File: config.mk
export PLATFORM = sky130hd
export DESIGN_NAME = qrt_timer_unit
export DESIGN_NICKNAME = d
export VERILOG_FILES = /design/src/qrt_pkg.sv /design/src/qrt_chan_if.sv /design/src/qrt_timer_unit.sv /design/src/qrt_channel.sv
export SDC_FILE = /design/constraint.sdc
export NUM_CORES = 1
export LEC_CHECK = 0
export BUFFER_PORTS_ARGS = -buffer_cell sky130_fd_sc_hd__buf_4
export CAP_MARGIN = 15
export CORE_MARGIN = 3
export CORE_UTILIZATION = 40
export DETAILED_ROUTE_END_ITERATION = 10
export MAX_ROUTING_LAYER = met4
export PLACE_DENSITY = 0.58
export SKIP_CTS_REPAIR_TIMING = 1
export SYNTH_ARGS = -nofsm -noshare
export SYNTH_HDL_FRONTEND = slang
export SYNTH_HIERARCHICAL = 1
export SYNTH_SLANG_ARGS = --single-unit
File: constraint.sdc
create_clock -name core_clk -period 6.9 [get_ports core_clk]
set_input_delay 1.38 -clock core_clk [delete_from_list [all_inputs] [get_ports core_clk]]
set_output_delay 1.38 -clock core_clk [all_outputs]
set_load 0.02 [all_outputs]
File: src/qrt_pkg.sv
// Shared constants of the quad reload timer unit
package qrt_pkg;
    // Datapath widths
    localparam int CNT_W          = 16;            // Counter and latch width
    localparam int BYTE_W         = 8;             // Register data width
    localparam int ADDR_W         = 5;             // Word index, byte address bits 6:2
    localparam int NUM_CH         = 4;             // Counter channels

    // Tick divider: counters step at the reference clock divided by four
    localparam int TICK_DIV       = 4;
    localparam logic [1:0] TICK_LAST = 2'(TICK_DIV - 1);

    // Keyboard link oversampling: bit rate is the sample rate over sixteen
    localparam int KBD_OVERSAMPLE = 16;
    localparam logic [3:0] KBD_LAST = 4'(KBD_OVERSAMPLE - 1);

    // Byte addresses of the interrupt registers
    localparam logic [6:0] IRQ_STATUS_A_OFS = 7'h10;   // Read: latched flags
    localparam logic [6:0] IRQ_CLEAR_OFS    = 7'h14;   // Write ones to clear

    // Byte addresses of the channel block; channel n adds n * CH_STRIDE
    localparam logic [6:0] CH_BASE_OFS      = 7'h40;
    localparam logic [6:0] CH_STRIDE        = 7'h10;
    localparam logic [6:0] CH_LOW_OFS       = 7'h00;   // Write reload low, read snapshot low
    localparam logic [6:0] CH_HIGH_OFS      = 7'h04;   // Write reload high, read snapshot high
    localparam logic [6:0] CH_GO_OFS        = 7'h08;   // Write: reload trigger
    localparam logic [6:0] CH_SNAP_OFS      = 7'h0c;   // Write: snapshot command

    // Flag positions in the interrupt status and clear registers
    localparam int IRQ_TM0_BIT    = 0;
    localparam int IRQ_TM1_BIT    = 1;

    // Reset values
    localparam logic [15:0] CNT_RST   = 16'h0000;
    localparam logic [7:0]  RDATA_RST = 8'h00;
    localparam logic [1:0]  FLAG_RST  = 2'h0;
endpackage : qrt_pkg

File: src/qrt_chan_if.sv
`timescale 1ns/100ps
// Control and status of one counter channel
interface qrt_chan_if;
    logic        tick;      // Shared divided tick
    logic        wrLow;     // Write reload low byte
    logic        wrHigh;    // Write reload high byte
    logic        go;        // Reload trigger write
    logic        snap;      // Snapshot command write
    logic [7:0]  wdata;     // Write data byte
    logic [15:0] snapVal;   // Output latch
    logic        underflow; // One-cycle event pulse

    modport ctl  (output tick, wrLow, wrHigh, go, snap, wdata, input snapVal, underflow);
    modport chan (input tick, wrLow, wrHigh, go, snap, wdata, output snapVal, underflow);
endinterface : qrt_chan_if

File: src/qrt_timer_unit.sv
`timescale 1ns/100ps
// Contract
// RULE_01 - Four independent 16-bit programmable counters
// RULE_02 - Each has counter, input latch, output latch
// RULE_03 - Counters decrement every reference clock over four
// RULE_04 - Underflow reloads from latch, raises channel event
// RULE_05 - Zero reload value keeps counter at zero
// RULE_06 - Trigger colliding with underflow costs one tick
// RULE_07 - Low and high byte writes form reload
// RULE_08 - Trigger write loads counter from latch immediately
// RULE_09 - Snapshot write copies counter to output latch
// RULE_10 - Count reads return output latch bytes
// RULE_11 - Channel 0/1 underflow sets its flag
// RULE_12 - Flags latch until ones written to clear
// RULE_13 - Software picks interval reload values
// RULE_14 - Channel 2 drives rate clock pin
// RULE_15 - Channel 3 sets keyboard link rate
// RULE_16 - Software programs channels before trusting values
// RULE_17 - Keyboard link samples at channel 3 rate
// RULE_18 - Rate pin toggles on every channel 2 underflow
// RULE_19 - Output latch holds until next snapshot
module qrt_timer_unit (
    input  wire         core_clk,
    input  wire         rst_n,
    input  wire         regSel,
    input  wire         regWr,
    input  wire         regRd,
    input  wire [4:0]   regAddr,
    input  wire [7:0]   regWdata,
    output logic [7:0]  regRdata,
    output logic [1:0]  intervalTimerIrqFlags,
    output logic        rateClkOut,
    output logic        kbdSampleEn,
    output logic        kbdBitEn
);
    // Register port qualifiers
    logic        wrStb;           // Write strobe for a selected access
    logic        rdStb;           // Read strobe for a selected access
    logic        inChBlock;       // Address falls in the channel block
    logic [1:0]  chIdx;           // Addressed channel
    logic [6:0]  chOfs;           // Byte offset inside a channel

    // Tick divider state
    logic [1:0]  tickCnt_r;       // Divider phase
    logic        tick;            // One-cycle step enable

    // Channel event pulses and output latches collected from the channels
    logic [3:0]  uflowVec;        // Underflow pulse per channel
    logic [15:0] snapVec [4];     // Output latch per channel

    // Derived outputs
    logic [1:0]  irqFlags_r;      // Latched interval flags
    logic        rateClk_r;       // Rate clock pin level
    logic [3:0]  kbdDiv_r;        // Sample to bit divider
    logic        kbdPhase_r;      // Channel 3 link clock level, toggled per underflow
    logic [7:0]  rdata_r;         // Registered read data
    logic [7:0]  rdata_nxt;       // Read data about to be captured

    // Word compare of a byte offset against the word index bus
    function automatic logic hitOfs(input logic [4:0] idx, input logic [6:0] ofs);
        hitOfs = (idx == ofs[6:2]);
    endfunction : hitOfs

    // Channel block decode from the word index
    function automatic logic [1:0] chOf(input logic [4:0] idx);
        logic [6:0] rel;
        rel = {idx, 2'b00} - qrt_pkg::CH_BASE_OFS;
        chOf = rel[5:4];
    endfunction : chOf

    // Offset of an access within its channel
    function automatic logic [6:0] ofsOf(input logic [4:0] idx);
        ofsOf = {3'b000, idx[1:0], 2'b00};
    endfunction : ofsOf

    assign wrStb     = regSel && regWr;
    assign rdStb     = regSel && regRd;
    // Channel block spans four strides above its base
    assign inChBlock = ({regAddr, 2'b00} >= qrt_pkg::CH_BASE_OFS);
    assign chIdx     = chOf(regAddr);
    assign chOfs     = ofsOf(regAddr);

    // Divider: one tick every four core clocks, shared by all channels
    always_ff @(posedge core_clk or negedge rst_n) begin
        if (!rst_n) begin
            tickCnt_r <= 2'h0;
        end else if (tickCnt_r == qrt_pkg::TICK_LAST) begin
            tickCnt_r <= 2'h0;
        end else begin
            tickCnt_r <= tickCnt_r + 2'h1;
        end
    end

    assign tick = (tickCnt_r == qrt_pkg::TICK_LAST); // RULE_03

    // Four identical channels, each behind its own carrier
    qrt_chan_if chIf [4] ();

    genvar g;
    generate
        for (g = 0; g < qrt_pkg::NUM_CH; g++) begin : gCh
            // Per-channel write decode; only one channel is hit at a time
            logic mine;
            assign mine = wrStb && inChBlock && (chIdx == 2'(g));

            assign chIf[g].tick   = tick;
            assign chIf[g].wdata  = regWdata;
            assign chIf[g].wrLow  = mine && (chOfs == qrt_pkg::CH_LOW_OFS);  // RULE_07
            assign chIf[g].wrHigh = mine && (chOfs == qrt_pkg::CH_HIGH_OFS); // RULE_07
            assign chIf[g].go     = mine && (chOfs == qrt_pkg::CH_GO_OFS);   // RULE_08
            assign chIf[g].snap   = mine && (chOfs == qrt_pkg::CH_SNAP_OFS); // RULE_09
            assign uflowVec[g]    = chIf[g].underflow;
            assign snapVec[g]     = chIf[g].snapVal;

            // Identical counters keep no shared state
            qrt_channel uChan (
                .core_clk (core_clk),
                .rst_n    (rst_n),
                .bus      (chIf[g])
            ); // RULE_01 RULE_02
        end
    endgenerate

    // Interval flags: a same-cycle underflow beats a clear, so no event is lost
    always_ff @(posedge core_clk or negedge rst_n) begin
        if (!rst_n) begin
            irqFlags_r <= qrt_pkg::FLAG_RST;
        end else begin
            for (int i = 0; i < 2; i++) begin
                if (uflowVec[i]) begin
                    irqFlags_r[i] <= 1'b1; // RULE_11
                end else if (wrStb && hitOfs(regAddr, qrt_pkg::IRQ_CLEAR_OFS)
                             && regWdata[i]) begin
                    // Several flags may clear in one write
                    irqFlags_r[i] <= 1'b0; // RULE_12
                end
            end
        end
    end

    assign intervalTimerIrqFlags = irqFlags_r;

    // Rate pin: toggle per channel 2 underflow gives half the event rate
    always_ff @(posedge core_clk or negedge rst_n) begin
        if (!rst_n) begin
            rateClk_r <= 1'b0;
        end else if (uflowVec[2]) begin
            rateClk_r <= ~rateClk_r; // RULE_14 RULE_18
        end
    end

    assign rateClkOut = rateClk_r;

    // Keyboard link clock: channel 3 toggles it like the rate pin does
    // Two underflows per clock period keep the sample rate at half the event rate
    always_ff @(posedge core_clk or negedge rst_n) begin
        if (!rst_n) begin
            kbdPhase_r <= 1'b0;
        end else if (uflowVec[3]) begin
            kbdPhase_r <= ~kbdPhase_r; // RULE_15
        end
    end

    // Rising edge of the link clock is the sixteen-times sample enable
    assign kbdSampleEn = uflowVec[3] && !kbdPhase_r; // RULE_17

    // Bit enable every sixteenth sample; the divider phase runs free from reset
    always_ff @(posedge core_clk or negedge rst_n) begin
        if (!rst_n) begin
            kbdDiv_r <= 4'h0;
        end else if (kbdSampleEn) begin
            kbdDiv_r <= (kbdDiv_r == qrt_pkg::KBD_LAST) ? 4'h0 : kbdDiv_r + 4'h1;
        end
    end

    assign kbdBitEn = kbdSampleEn && (kbdDiv_r == qrt_pkg::KBD_LAST); // RULE_15

    // Read mux; write-only and unmapped words read as zero
    always_comb begin
        rdata_nxt = qrt_pkg::RDATA_RST;
        if (hitOfs(regAddr, qrt_pkg::IRQ_STATUS_A_OFS)) begin
            rdata_nxt[qrt_pkg::IRQ_TM0_BIT] = irqFlags_r[0];
            rdata_nxt[qrt_pkg::IRQ_TM1_BIT] = irqFlags_r[1];
        end else if (inChBlock && chOfs == qrt_pkg::CH_LOW_OFS) begin
            rdata_nxt = snapVec[chIdx][7:0]; // RULE_10
        end else if (inChBlock && chOfs == qrt_pkg::CH_HIGH_OFS) begin
            rdata_nxt = snapVec[chIdx][15:8]; // RULE_10
        end
    end

    // Read data from a flop, held until the next read
    always_ff @(posedge core_clk or negedge rst_n) begin
        if (!rst_n) begin
            rdata_r <= qrt_pkg::RDATA_RST;
        end else if (rdStb) begin
            rdata_r <= rdata_nxt;
        end
    end

    assign regRdata = rdata_r;
endmodule : qrt_timer_unit

File: src/qrt_channel.sv
`timescale 1ns/100ps
// One reloading down-counter with input and output latches
module qrt_channel (
    input wire         core_clk,
    input wire         rst_n,
    qrt_chan_if.chan   bus
);
    logic [15:0] reload_r;  // Input latch
    logic [15:0] count_r;   // Down counter
    logic [15:0] snap_r;    // Output latch
    logic        stall_r;   // Extra tick owed after a colliding trigger
    logic        atZero;    // Counter sits at zero
    logic        uflow;     // Reload on this tick

    assign atZero = (count_r == 16'h0000);
    // Zero reload keeps the counter at zero, so it fires every tick
    assign uflow  = bus.tick && atZero && !stall_r; // RULE_04 RULE_05
    assign bus.underflow = uflow;
    assign bus.snapVal   = snap_r;

    // Input latch, written a byte at a time
    always_ff @(posedge core_clk or negedge rst_n) begin
        if (!rst_n) begin
            reload_r <= qrt_pkg::CNT_RST;
        end else begin
            if (bus.wrLow) begin
                reload_r[7:0] <= bus.wdata; // RULE_07
            end
            if (bus.wrHigh) begin
                reload_r[15:8] <= bus.wdata; // RULE_07
            end
        end
    end

    // Down counter: trigger write beats the tick
    always_ff @(posedge core_clk or negedge rst_n) begin
        if (!rst_n) begin
            count_r <= qrt_pkg::CNT_RST;
        end else if (bus.go) begin
            count_r <= reload_r; // RULE_08
        end else if (bus.tick && !stall_r) begin
            // Free running, gated only by the tick and the owed stall
            count_r <= atZero ? reload_r : count_r - 16'h0001; // RULE_03 RULE_04
        end
    end

    // A trigger colliding with an underflow costs one more tick
    always_ff @(posedge core_clk or negedge rst_n) begin
        if (!rst_n) begin
            stall_r <= 1'b0;
        end else if (bus.go && uflow) begin
            stall_r <= 1'b1; // RULE_06
        end else if (bus.tick) begin
            stall_r <= 1'b0; // RULE_06
        end
    end

    // Output latch holds until the next snapshot command
    always_ff @(posedge core_clk or negedge rst_n) begin
        if (!rst_n) begin
            snap_r <= qrt_pkg::CNT_RST;
        end else if (bus.snap) begin
            snap_r <= count_r; // RULE_09 RULE_19
        end
    end
endmodule : qrt_channel

# After elaboration in Yosys (flattened, before gate mapping)
# Index checks and enable logic that the tools add are counted.
# Widths: inputs -> output; s select.
# totals
inputBits	18
reg_bits	214
output_inout_bits	13
word_cells	146
# classes
muxes	30
n_addsub	7
magnitude_cmp	2
bitwise_logic	3
eq_ne	10
n_reduce_logical	67
# op_table
operator	count
$mux 16	14
$logic_not 16->1	4
$sub 16x1->16 const B	4
$logic_and 1x1->1	46
$bmux 16 s2	1
$reduce_bool 2->1	10
$mux 8	2
$eq 2x2->1 const B	5
$eq 5x3->1 const B	2
$mux 1	9
$ge 7x7->1 const B	1
$logic_not 7->1	1
$mux 6	1
$sub 6x1->6 const B	1
$logic_not 1->1	5
$add 4x1->4 const B	1
$eq 2x1->1 const B	2
$eq 4x4->1 const B	1
$mux 2	2
$mux 4	1
$ge 3x3->1 const B	1
$not 2->3	1
$add 2x1->2 const B	1
$logic_not 2->1	1
$not 1->1	2

# Logic depth before layout (Yosys ltp)
# Gate-level depths: netlist of the first run.
# logic_depth
depth_word	8
ltp_mapped	10
depth_no_buf	9

# Modules after synthesis
# Netlist of the first run, hierarchy kept.
# modules_own_cells
module	instances	seq_area_each_um2	cells_each	area_each_um2
qrt_channel	4	1226.2	215	2371.0
qrt_timer_unit	1	450.4	150	1435.1

# Worst setup path before layout of the first run
# Ideal clock, no wire load.
# synth_timing
kind	register to output
startpoint	register gCh[3].uChan.count_r[0]
endpoint	output port kbdBitEn
required_time_ns	5.520
path_buffers	1
arrival_time_ns	2.325
path_slack_ns	3.195
stages_incl_launch_ff	10
cell_sequence	dfrtp_1 inv_1 ha_1 nor4b_1 nand4_1 nor2_1 nor2b_1 clkbuf_1 nand2_1 nor2_1
# synth_between
elab_chain_cells	5
# synth_lines
item	line_no	rtl
start, declared	qrt_channel.sv:9	logic [15:0] count_r;
start signal, assigned	qrt_channel.sv:38	count_r <= qrt_pkg::CNT_RST;
start signal, assigned	qrt_channel.sv:40	count_r <= reload_r;
start signal, assigned	qrt_channel.sv:43	count_r <= atZero ? reload_r : count_r - 16'h0001;
$logic_not 16->1	qrt_channel.sv:15	assign atZero = (count_r == 16'h0000);
$logic_and 1x1->1 (2 in series)	qrt_channel.sv:17	assign uflow = bus.tick && atZero && !stall_r;
via chIf[3].underflow	qrt_chan_if.sv:11	logic underflow;
$logic_and 1x1->1	qrt_timer_unit.sv:165	assign kbdSampleEn = uflowVec[3] && !kbdPhase_r;
via kbdSampleEn	qrt_timer_unit.sv:33	output logic kbdSampleEn,
$logic_and 1x1->1	qrt_timer_unit.sv:176	assign kbdBitEn = kbdSampleEn && (kbdDiv_r == qrt_pkg::KBD_LAST);
end, declared	qrt_timer_unit.sv:34	output logic kbdBitEn
# The timed path passes the listed nets, and every way through them passes these cells.

# Worst setup path in the final report of the first run
# layout_timing
startpoint	register tickCnt_r[0]
endpoint	output port kbdBitEn
# layout_between
elab_chain_cells	5
# layout_lines
item	line_no	rtl
start, declared	qrt_timer_unit.sv:44	logic [1:0] tickCnt_r;
start signal, assigned	qrt_timer_unit.sv:90	tickCnt_r <= tickCnt_r + 2'h1;
$eq 2x2->1	qrt_timer_unit.sv:94	assign tick = (tickCnt_r == qrt_pkg::TICK_LAST);
via chIf[0].tick	qrt_chan_if.sv:4	logic tick;
$logic_and 1x1->1 (2 in series)	qrt_channel.sv:17	
via chIf[3].underflow	qrt_chan_if.sv:11	
$logic_and 1x1->1	qrt_timer_unit.sv:165	
$logic_and 1x1->1	qrt_timer_unit.sv:176	
# The timed path passes the listed nets, and every way through them passes these cells.

==> metrics, run 1 <==
outcome=complete, no violations; worst skew pair latency=0.51 ns; total CTS buffers=23; transition time at the pin with the least slew margin=between 1 and 1.5 ns; cell taking the most area after synthesis=dfrtp_1; total area of multi-input combinational cells=between 5000 and 6000 um^2; Core Region=26400 um^2; worst hold path depth=1; proportion of netlist area held by the largest area contributor=49.0%; most common cell in the synthesized netlist=dfrtp_1; clock transition time at the flip-flop clock pins of the worst setup and hold paths=0.06 ns; final worst-path cycle share=67.9%; syn avg cell area=~11 um^2; sort of element at the start of the critical path=register; top cells by count, synth=dfrtp_1 (214), mux2_2 (125), nor2_1 (95); FILL cells=around 2500; Max Clock Skew=0.0116 ns; Worst Setup End Kind=output pin; Net Count, Synth=1038; Placed Cells=1324; wire length reported by the detailed router=slightly below 30 mm; H-tree depth reported by CTS=1; EDFF count, synth=0; main area contributors after synthesis=dfrtp_1 (49%), mux2_2 (13%), nor2_1 (3.3%), a21oi_1 (2.8%), o21ai_0 (2.5%); number of cell rows=59; vias after detailed routing=8176; Post-synth ARST share=100%; number of antenna violations at the first check in global routing=2; HPWL after detailed placement=20.4 mm; power per cell area=between 300 and 400 nW/um^2; Remaining Overflow, GRT=0; # setup viols final=0; required time at the worst-slack endpoint=between 5 and 6 ns; final number of hold-violating endpoints=0; leakage=5.24 nW; initial core utilization=approximately two fifths; buffer type at the clock tree root=clkbuf_16; post-synth cell types=54; slew margin rel.=29.5%; number of remaining DRC errors=0; final critical path time including I/O delays and setup=4.68 ns; I/O pin count=31; I/O Buffers=30; max-slew violation total from the final report=0; GRT Overall Usage=between 20% and 30%; clock sink total=214; sequential element share of the synthesized area=between 40% and 50%; violation count after the first detailed-routing iteration=855; width of the die=171 um; synthesized netlist cell count=1010; Seq. cell area=about 5400 um^2; R2R cell count=8; Max-Cap Viols=0; die area=29300 um^2; relative area change from synthesis to final layout=9.76%; setup TNS after final layout=0 ns; setup repair after global routing missed its margin=no; clock tree from TritonCTS=built; arrival time of data at the critical path endpoint=around 3.3 ns; highest achievable clock rate=0.213 GHz; routed length per instance=21.8 um; Max FO, Critical Path=13; path type of the worst min-delay path=reg2reg; Synthesis Warnings=6; die height=171 um; number of search-and-repair iterations in the first detailed-routing pass=5; filler-free cell count of the finished design=around 1400; Longest Clk Path Bufs=3; number of nets in the finished design=1043; peak ir drop on the vdd network=0.000185 V; first-pass GRT wire length=46.6 mm; share of final-layout standard cells stronger than drive strength 1=23.0%; via count of the first global-routing pass=7805; antenna fix cells=0; leading register cell type out of synthesis=dfrtp_1; path type of the worst setup path=reg2out; Antenna Nets Post-Route=0; flip-flop and latch count after synthesis=214; pin count of the biggest net entering global routing=106; ratio of routed vias to standard cells=6.01; GP Congestion=0.906; Netlist Area Pre-Place=10900 um^2
cell usage in the layout (no fill, tap or decap), drive strengths merged, types with 20 or more instances in the layout:
cell type,count
inv,28
nand3,30
nor2,95
clkbuf,32
dfrtp,214
nor4,31
o21ai,55
mux2,125
nor3,25
nand2,45
nand2b,20
mux2i,20
buf,46
a21oi,61
logic make-up (layout without fill, tap and decap cells):
| kind of cell | count (synthesis) | in the layout | share of synthesized area (%) |
|---|---|---|---|
| buffers and inverters | 94 | 110 | 4.72 |
| adders and majority gates | 10 | 10 | 1.15 |
| muxes | 151 | 151 | 16.0 |
| xor gates and xnor gates | 4 | 4 | 0.321 |
| AOI/OAI and AO/OA | 218 | 218 | 13.0 |
| DFF | 214 | 214 | 49.0 |
| and+or+nand+nor | 319 | 319 | 15.8 |
final timing paths:
| check | start | end | slack (ns) |
|---|---|---|---|
| min in group asynchronous | rst_n | gCh[1].uChan/count_r[12]$_DFFE_PN0P_ | 0.89 |
| max in group asynchronous | rst_n | gCh[1].uChan/bus.snapVal[2]$_DFFE_PN0P_ | 4.64 |
| max reg2reg | tickCnt_r[0]$_DFF_PN0_ | kbdDiv_r[3]$_DFFE_PN0P_ | 4.05 |
| min reg2reg | tickCnt_r[0]$_DFF_PN0_ | tickCnt_r[0]$_DFF_PN0_ | 0.42 |
| max | tickCnt_r[0]$_DFF_PN0_ | kbdBitEn | 2.22 |
| min | tickCnt_r[0]$_DFF_PN0_ | tickCnt_r[0]$_DFF_PN0_ | 0.42 |
registers in the layout (all words and copies together), names as in the netlist:
register               flops
gCh.uChan/bus.snapVal     64
gCh.uChan/count_r         64
gCh.uChan/reload_r        64
gCh.uChan/stall_r          4
intervalTimerIrqFlags      2
kbdDiv_r                   4
kbdPhase_r                 1
rateClkOut                 1
regRdata                   8
tickCnt_r                  2
layout make-up:
type | instances | share of cell area [%]
clock inverters | 4 | 0.376
inverters | 28 | 0.877
well taps | 335 | 3.50
repair buffers | 46 | 2.94
multi-input cells | 702 | 42.2
flip-flops and latches | 214 | 44.7
clock buffers | 32 | 5.42
critical path, stage by stage, from the launching register on:
cell and delay (ns):
dfrtp_1 0.34, ha_1 0.45, nor2b_1 0.68, nand2_1 0.22, nor2_1 0.24, nor2b_1 0.40
nand2_1 0.12, nor2_1 0.17, buf_4 0.17
per-stage QoR:
step                setup slack [ns]  hold slack, ns  power, mW  util (%)  cell area (um^2)
finish                          2.22           0.423       3.79      45.4             12000
global route                    1.88           0.444       4.01      45.4             12000
CTS                             2.21           0.424       3.82      45.3             12000
detailed placement              2.77           0.416       2.63      42.7             11300
global placement                2.90           0.412       2.61      42.7             11300
floorplan                       3.20           0.403       2.35         -             10900
report_power, final:
part           internal (mW)  total (mW)  leakage [nW]  switching, mW
clock network          0.685        1.17         0.344          0.487
registers               1.51        1.87          2.82          0.367
logic                  0.342       0.747          2.08          0.405
routing by layer:
metal	vias to the layer above	part of all wire, %	global-route usage, %
met5	-	0	-
met4	0	2.4	4.76
met3	43	6.4	4.05
met2	258	44	30.8
met1	4125	47	30.2
li1	3750	-	-
Power figures use the tool's default switching activity.
==> inputs of run 2 (changes only) <==
==> constraint.sdc (replaced) <==
create_clock -name core_clk -period 4.8 [get_ports core_clk]
set_input_delay 0.96 -clock core_clk [delete_from_list [all_inputs] [get_ports core_clk]]
set_output_delay 0.96 -clock core_clk [all_outputs]
set_load 0.02 [all_outputs]
==> run 2 against run 1 <==
Against the previous run: combinational power increased by 45%; largest power group unchanged; clock skew shrank 0.0012 ns; largest cell class unchanged; critical path type unchanged; highest routed layer unchanged; critical path depth grew 1; die area unchanged.
==> metrics, run 2 (same netlist as run 1, synthesis figures left out) <==
outcome=complete, no violations; wire length reported by the detailed router=approximately 30 mm; Max FO, Critical Path=6; total CTS buffers=24; slew margin rel.=33.2%; power per cell area=455 nW/um^2; clock transition time at the flip-flop clock pins of the worst setup and hold paths=around 0.060 ns; total area of multi-input combinational cells=5060 um^2; Core Region=roughly 26000 um^2; setup TNS after final layout=0 ns; Antenna Nets Post-Route=0; critical path's top delay family=simple AND/OR/NAND/NOR gates; GRT Overall Usage=slightly above 20%; Max-Cap Viols=0; arrival time of data at the critical path endpoint=between 3 and 4 ns; sort of element at the start of the critical path=register; pin count of the biggest net entering global routing=122; number of nets in the finished design=1045; final worst-path cycle share=83.4%; leading cell types in the layout, fill and taps excluded=dfrtp_1 (214), mux2_2 (125), nor2_1 (95); width of the die=171 um; ordered cell list for the critical path=inv_1 > ha_1 > nor4b_1 > nand4_1 > nor2_1 > nor2b_1 > nand2_1 > nor2_1 > buf_4; routed length per instance=21.3 um; required time at the worst-slack endpoint=3.84 ns; initial core utilization=41.3%; share of power burned in registers=49.1%; internal portion of total power=3.66 mW; transition time at the pin with the least slew margin=about 1.0 ns; share of final-layout standard cells stronger than drive strength 1=23.2%; Final Power=5.47 mW; leading cell type in the layout, fill and taps excluded=dfrtp_1; placed cell area=between 10000 and 15000 um^2; HPWL after detailed placement=20.4 mm; relative area change from synthesis to final layout=10.2%; part of the total power dissipated in the clock network=31.3%; final number of hold-violating endpoints=0; Longest Clk Path Bufs=3; highest achievable clock rate=0.250 GHz; antenna fix cells=0; slowest stage delay, CP=0.44 ns; vias after detailed routing=8103; worst skew pair latency=between 0.5 and 0.6 ns; via count of the first global-routing pass=7846; number of remaining DRC errors=0; final critical path time including I/O delays and setup=4.00 ns; buffer type at the clock tree root=clkbuf_16; most prevalent standard cell on the critical path=nor2_1; GP Congestion=about 0.94; leakage=5.26 nW; Remaining Overflow, GRT=0; peak ir drop on the vdd network=approximately 0.00028 V; Max Clock Skew=0.0105 ns; violation count after the first detailed-routing iteration=763; Switching Fraction=between 30% and 40%; die area=29300 um^2; setup repair after global routing missed its margin=no; number of search-and-repair iterations in the first detailed-routing pass=5; first-pass GRT wire length=46.0 mm; ratio of routed vias to standard cells=5.93; number of cell rows=59; Critical path buffers and inverters=2; path type of the worst min-delay path=reg2reg; Non-Filler Cell Area, Final=12000 um^2; Worst Setup End Kind=output pin; power share of the combinational group=19.7%; clock sink total=214; FILL cells=around 2500; max-slew violation total from the final report=0; number of antenna violations at the first check in global routing=0; Sw Pwr=1.81 mW; path type of the worst setup path=reg2out; die height=171 um; H-tree depth reported by CTS=1; clock tree from TritonCTS=built; Seq. cell area=roughly 5400 um^2; # setup viols final=0; Slowest-stage cell, CP=nor2b_1; I/O pin count=31; I/O Buffers=30
[run 2: worst paths after layout]
| path | from | to | slack [ns] | cells past startpoint |
|---|---|---|---|---|
| max reg2reg | gCh[3].uChan/count_r[0]$_DFFE_PN0P_ | kbdDiv_r[3]$_DFFE_PN0P_ | 2.21 | 9 |
| max | gCh[3].uChan/count_r[0]$_DFFE_PN0P_ | kbdBitEn | 0.80 | 9 |
| min | tickCnt_r[0]$_DFF_PN0_ | tickCnt_r[0]$_DFF_PN0_ | 0.44 | 1 |
| min in group asynchronous | rst_n | gCh[1].uChan/reload_r[15]$_DFFE_PN0P_ | 0.54 | 1 |
| max in group asynchronous | rst_n | regRdata[4]$_DFFE_PN0P_ | 3.27 | 2 |
| min reg2reg | tickCnt_r[0]$_DFF_PN0_ | tickCnt_r[0]$_DFF_PN0_ | 0.44 | 1 |
[run 2: cell type report]
class	instances	share of cell area (%)
well taps	335	3.48
clock buffers	32	5.42
clock inverters	8	0.593
multi-input cells	702	42.0
repair buffers	47	3.10
inverters	28	0.873
flip-flops and latches	214	44.5
[run 2: through the flow]
stage          setup slack [ns]  hold WS (ns)  cells  util [%]
2_1_floorplan              1.52         0.403   1010         -
3_5_place_dp               1.35         0.425   1326      42.8
6_report                  0.797         0.444   1366      45.5
5_1_grt                   0.464         0.454   1366      45.5
3_3_place_gp               1.42         0.412   1326      42.8
4_1_cts                   0.799         0.435   1366      45.5
[run 2: power groups by stage]
| stage | registers [mW] | logic (mW) | clock network [mW] |
|---|---|---|---|
| finish | 2.69 | 1.08 | 1.71 |
| global route | 2.75 | 1.19 | 1.83 |
| detailed placement | 2.71 | 1.07 | 0 |
| floorplan | 2.45 | 0.933 | 0 |
| global placement | 2.70 | 1.05 | 0 |
| CTS | 2.68 | 1.07 | 1.76 |
[run 2: layer usage]
metal  share of wire [%]  GRT usage [%]
met2                  44           30.2
met4                 2.7           5.04
met5                   0              -
met1                  48           30.0
met3                 5.4           3.29
[run 2: worst register-to-register path, delay by kind of cell, from the launching register on]
kind / cells / cell delay [ns]
AOI/OAI and AO/OA: 2 / 0.25
and+or+nand+nor: 5 / 1.50
adders and majority gates: 1 / 0.17
buffers and inverters: 1 / 0.13
DFF: 1 / 0.41
==> inputs of run 3 (changes only) <==
--- a/config.mk
+++ b/config.mk
@@ -11,7 +11,7 @@
 export CORE_UTILIZATION = 40
 export DETAILED_ROUTE_END_ITERATION = 10
 export MAX_ROUTING_LAYER = met4
-export PLACE_DENSITY = 0.58
+export PLACE_DENSITY = 0.6
 export SKIP_CTS_REPAIR_TIMING = 1
 export SYNTH_ARGS = -nofsm -noshare
 export SYNTH_HDL_FRONTEND = slang
==> constraint.sdc (replaced) <==
create_clock -name core_clk -period 3.3 [get_ports core_clk]
set_input_delay 0.66 -clock core_clk [delete_from_list [all_inputs] [get_ports core_clk]]
set_output_delay 0.66 -clock core_clk [all_outputs]
set_load 0.02 [all_outputs]
==> run 3 against run 2 <==
Against the previous run: die area is the same; setup slack lost 0.60 ns; clock power grew 51%; critical path depth is the same; sequential cell count is the same; combinational power grew 46%; cell count grew 0.95%; via count grew 0.57%; total power grew 48%; utilization grew 0.62 points; largest cell class unchanged.
==> metrics, run 3 (same netlist as run 1, synthesis figures left out) <==
outcome=complete, no violations; clock tree from TritonCTS=built; share of power burned in registers=between 40% and 50%; internal portion of total power=5.45 mW; relative area change from synthesis to final layout=11.7%; Core Region=26400 um^2; number of remaining DRC errors=0; leakage=5.36 nW; Sw Pwr=2.64 mW; path type of the worst min-delay path=in2async; number of antenna violations at the first check in global routing=1; clock transition time at the flip-flop clock pins of the worst setup and hold paths=approximately 0.060 ns; vias after detailed routing=8149; path type of the worst setup path=reg2out; power per cell area=between 600 and 700 nW/um^2; sort of element at the start of the critical path=register; total area of multi-input combinational cells=5070 um^2; Remaining Overflow, GRT=0; routed length per instance=21.2 um; arrival time of data at the critical path endpoint=2.44 ns; share of final-layout standard cells stronger than drive strength 1=between 20% and 30%; number of cell rows=59; first-pass GRT wire length=46.1 mm; number of search-and-repair iterations in the first detailed-routing pass=5; final core utilization=46.2%; Reg2Reg Launch Point=gCh[2].uChan/count_r[0]$_DFFE_PN0P_; max-slew violation total from the final report=0; buffer type at the clock tree root=clkbuf_16; die area=29300 um^2; initial core utilization=41.3%; wire length reported by the detailed router=approximately 29 mm; ratio of routed vias to standard cells=roughly 5.9; H-tree depth reported by CTS=1; Final Power=8.09 mW; Antenna Nets Post-Route=0; I/O Buffers=30; GRT Overall Usage=20.6%; I/O pin count=31; clock sink total=214; leading cell types in the layout, fill and taps excluded=dfrtp_1 (214), mux2_2 (125), nor2_1 (94); transition time at the pin with the least slew margin=0.791 ns; GP Congestion=0.917; worst skew pair latency=0.51 ns; Worst Setup End Kind=output pin; final critical path time including I/O delays and setup=3.10 ns; width of the die=around 170 um; FILL cells=2466; final worst-path cycle share=a little over nine tenths; final number of hold-violating endpoints=0; setup TNS after final layout=0 ns; Switching Fraction=between 30 and 40%; Seq. cell area=5360 um^2; power share of the combinational group=roughly a fifth; die height=about 170 um; Max-Cap Viols=0; via count of the first global-routing pass=about 7800; violation count after the first detailed-routing iteration=809; required time at the worst-slack endpoint=2.64 ns; part of the total power dissipated in the clock network=between 30% and 40%; Critical path origin=gCh[3].uChan/count_r[0]$_DFFE_PN0P_; Max Clock Skew=about 0.008 ns; number of nets in the finished design=1058; slew margin rel.=a little under half; # setup viols final=0; antenna fix cells=0; leading cell type in the layout, fill and taps excluded=dfrtp_1; peak ir drop on the vdd network=0.000395 V; HPWL after detailed placement=20.5 mm; Max FO, Critical Path=5; pin count of the biggest net entering global routing=93; Longest Clk Path Bufs=3; R2R cell count=7; total CTS buffers=23; highest achievable clock rate=0.323 GHz
==> run 3: cell count changes in the layout (fill, tap and decap cells not counted), sizes merged <==
cell	delta
bufinv	+1
buf	+14
clkinv	-2
clkbuf	+1
clkinvlp	-1
==> run 3: power groups by stage <==
stage / Sequential, mW / Combinational (mW) / Clock [mW]
floorplan: 3.56 / 1.36 / 0
global placement: 3.93 / 1.52 / 0
detailed placement: 3.95 / 1.54 / 0
CTS: 3.90 / 1.55 / 2.64
global route: 4.03 / 1.76 / 2.74
finish: 3.93 / 1.58 / 2.58
==> run 3: per-layer routing <==
metal | share of wire, % | vias to the layer above | GRT usage, %
li1 | - | 3788 | -
met1 | 48 | 4049 | 30.2
met2 | 45 | 273 | 30.6
met3 | 5.7 | 39 | 2.99
met4 | 2.1 | 0 | 4.23
met5 | 0 | - | -
==> run 3: worst max-delay path: stages (launching register included) <==
cell,delay [ns]
dfrtp_1,0.41
inv_1,0.12
ha_1,0.18
nor4b_4,0.24
nand4_1,0.24
nor2_2,0.17
nor2b_1,0.18
nand2_1,0.08
nor2_1,0.14
buf_4,0.16
==> run 3: worst paths after layout <==
check / end / slack (ns)
max in group asynchronous: gCh[3].uChan/reload_r[13]$_DFFE_PN0P_ / 2.34
worst min register to register: tickCnt_r[0]$_DFF_PN0_ / 0.42
worst min-delay path: gCh[1].uChan/count_r[12]$_DFFE_PN0P_ / 0.16
worst max register to register: gCh[2].uChan/count_r[12]$_DFFE_PN0P_ / 1.04
min in group core_clk: tickCnt_r[0]$_DFF_PN0_ / 0.42
worst max-delay path: kbdBitEn / 0.20
==> run 3: metrics by stage <==
stage | hold WS (ns) | instance area [um^2] | std cells | worst slack (ns)
detailed placement | 0.416 | 11400 | 1338 | 0.426
finish | 0.163 | 12200 | 1379 | 0.201
CTS | 0.203 | 12200 | 1377 | -0.140
global placement | 0.413 | 11400 | 1338 | 0.427
floorplan | 0.364 | 10900 | 1010 | 0.315
global route | 0.242 | 12200 | 1379 | -0.00807
==> run 3: area by class of cell <==
type	count	area share, %
Sequential cell	214	43.9
Multi-Input combinational cell	702	41.6
Clock buffer	33	5.52
Timing Repair Buffer	61	4.02
Tap cell	335	3.44
Inverter	28	0.862
Clock inverter	6	0.656
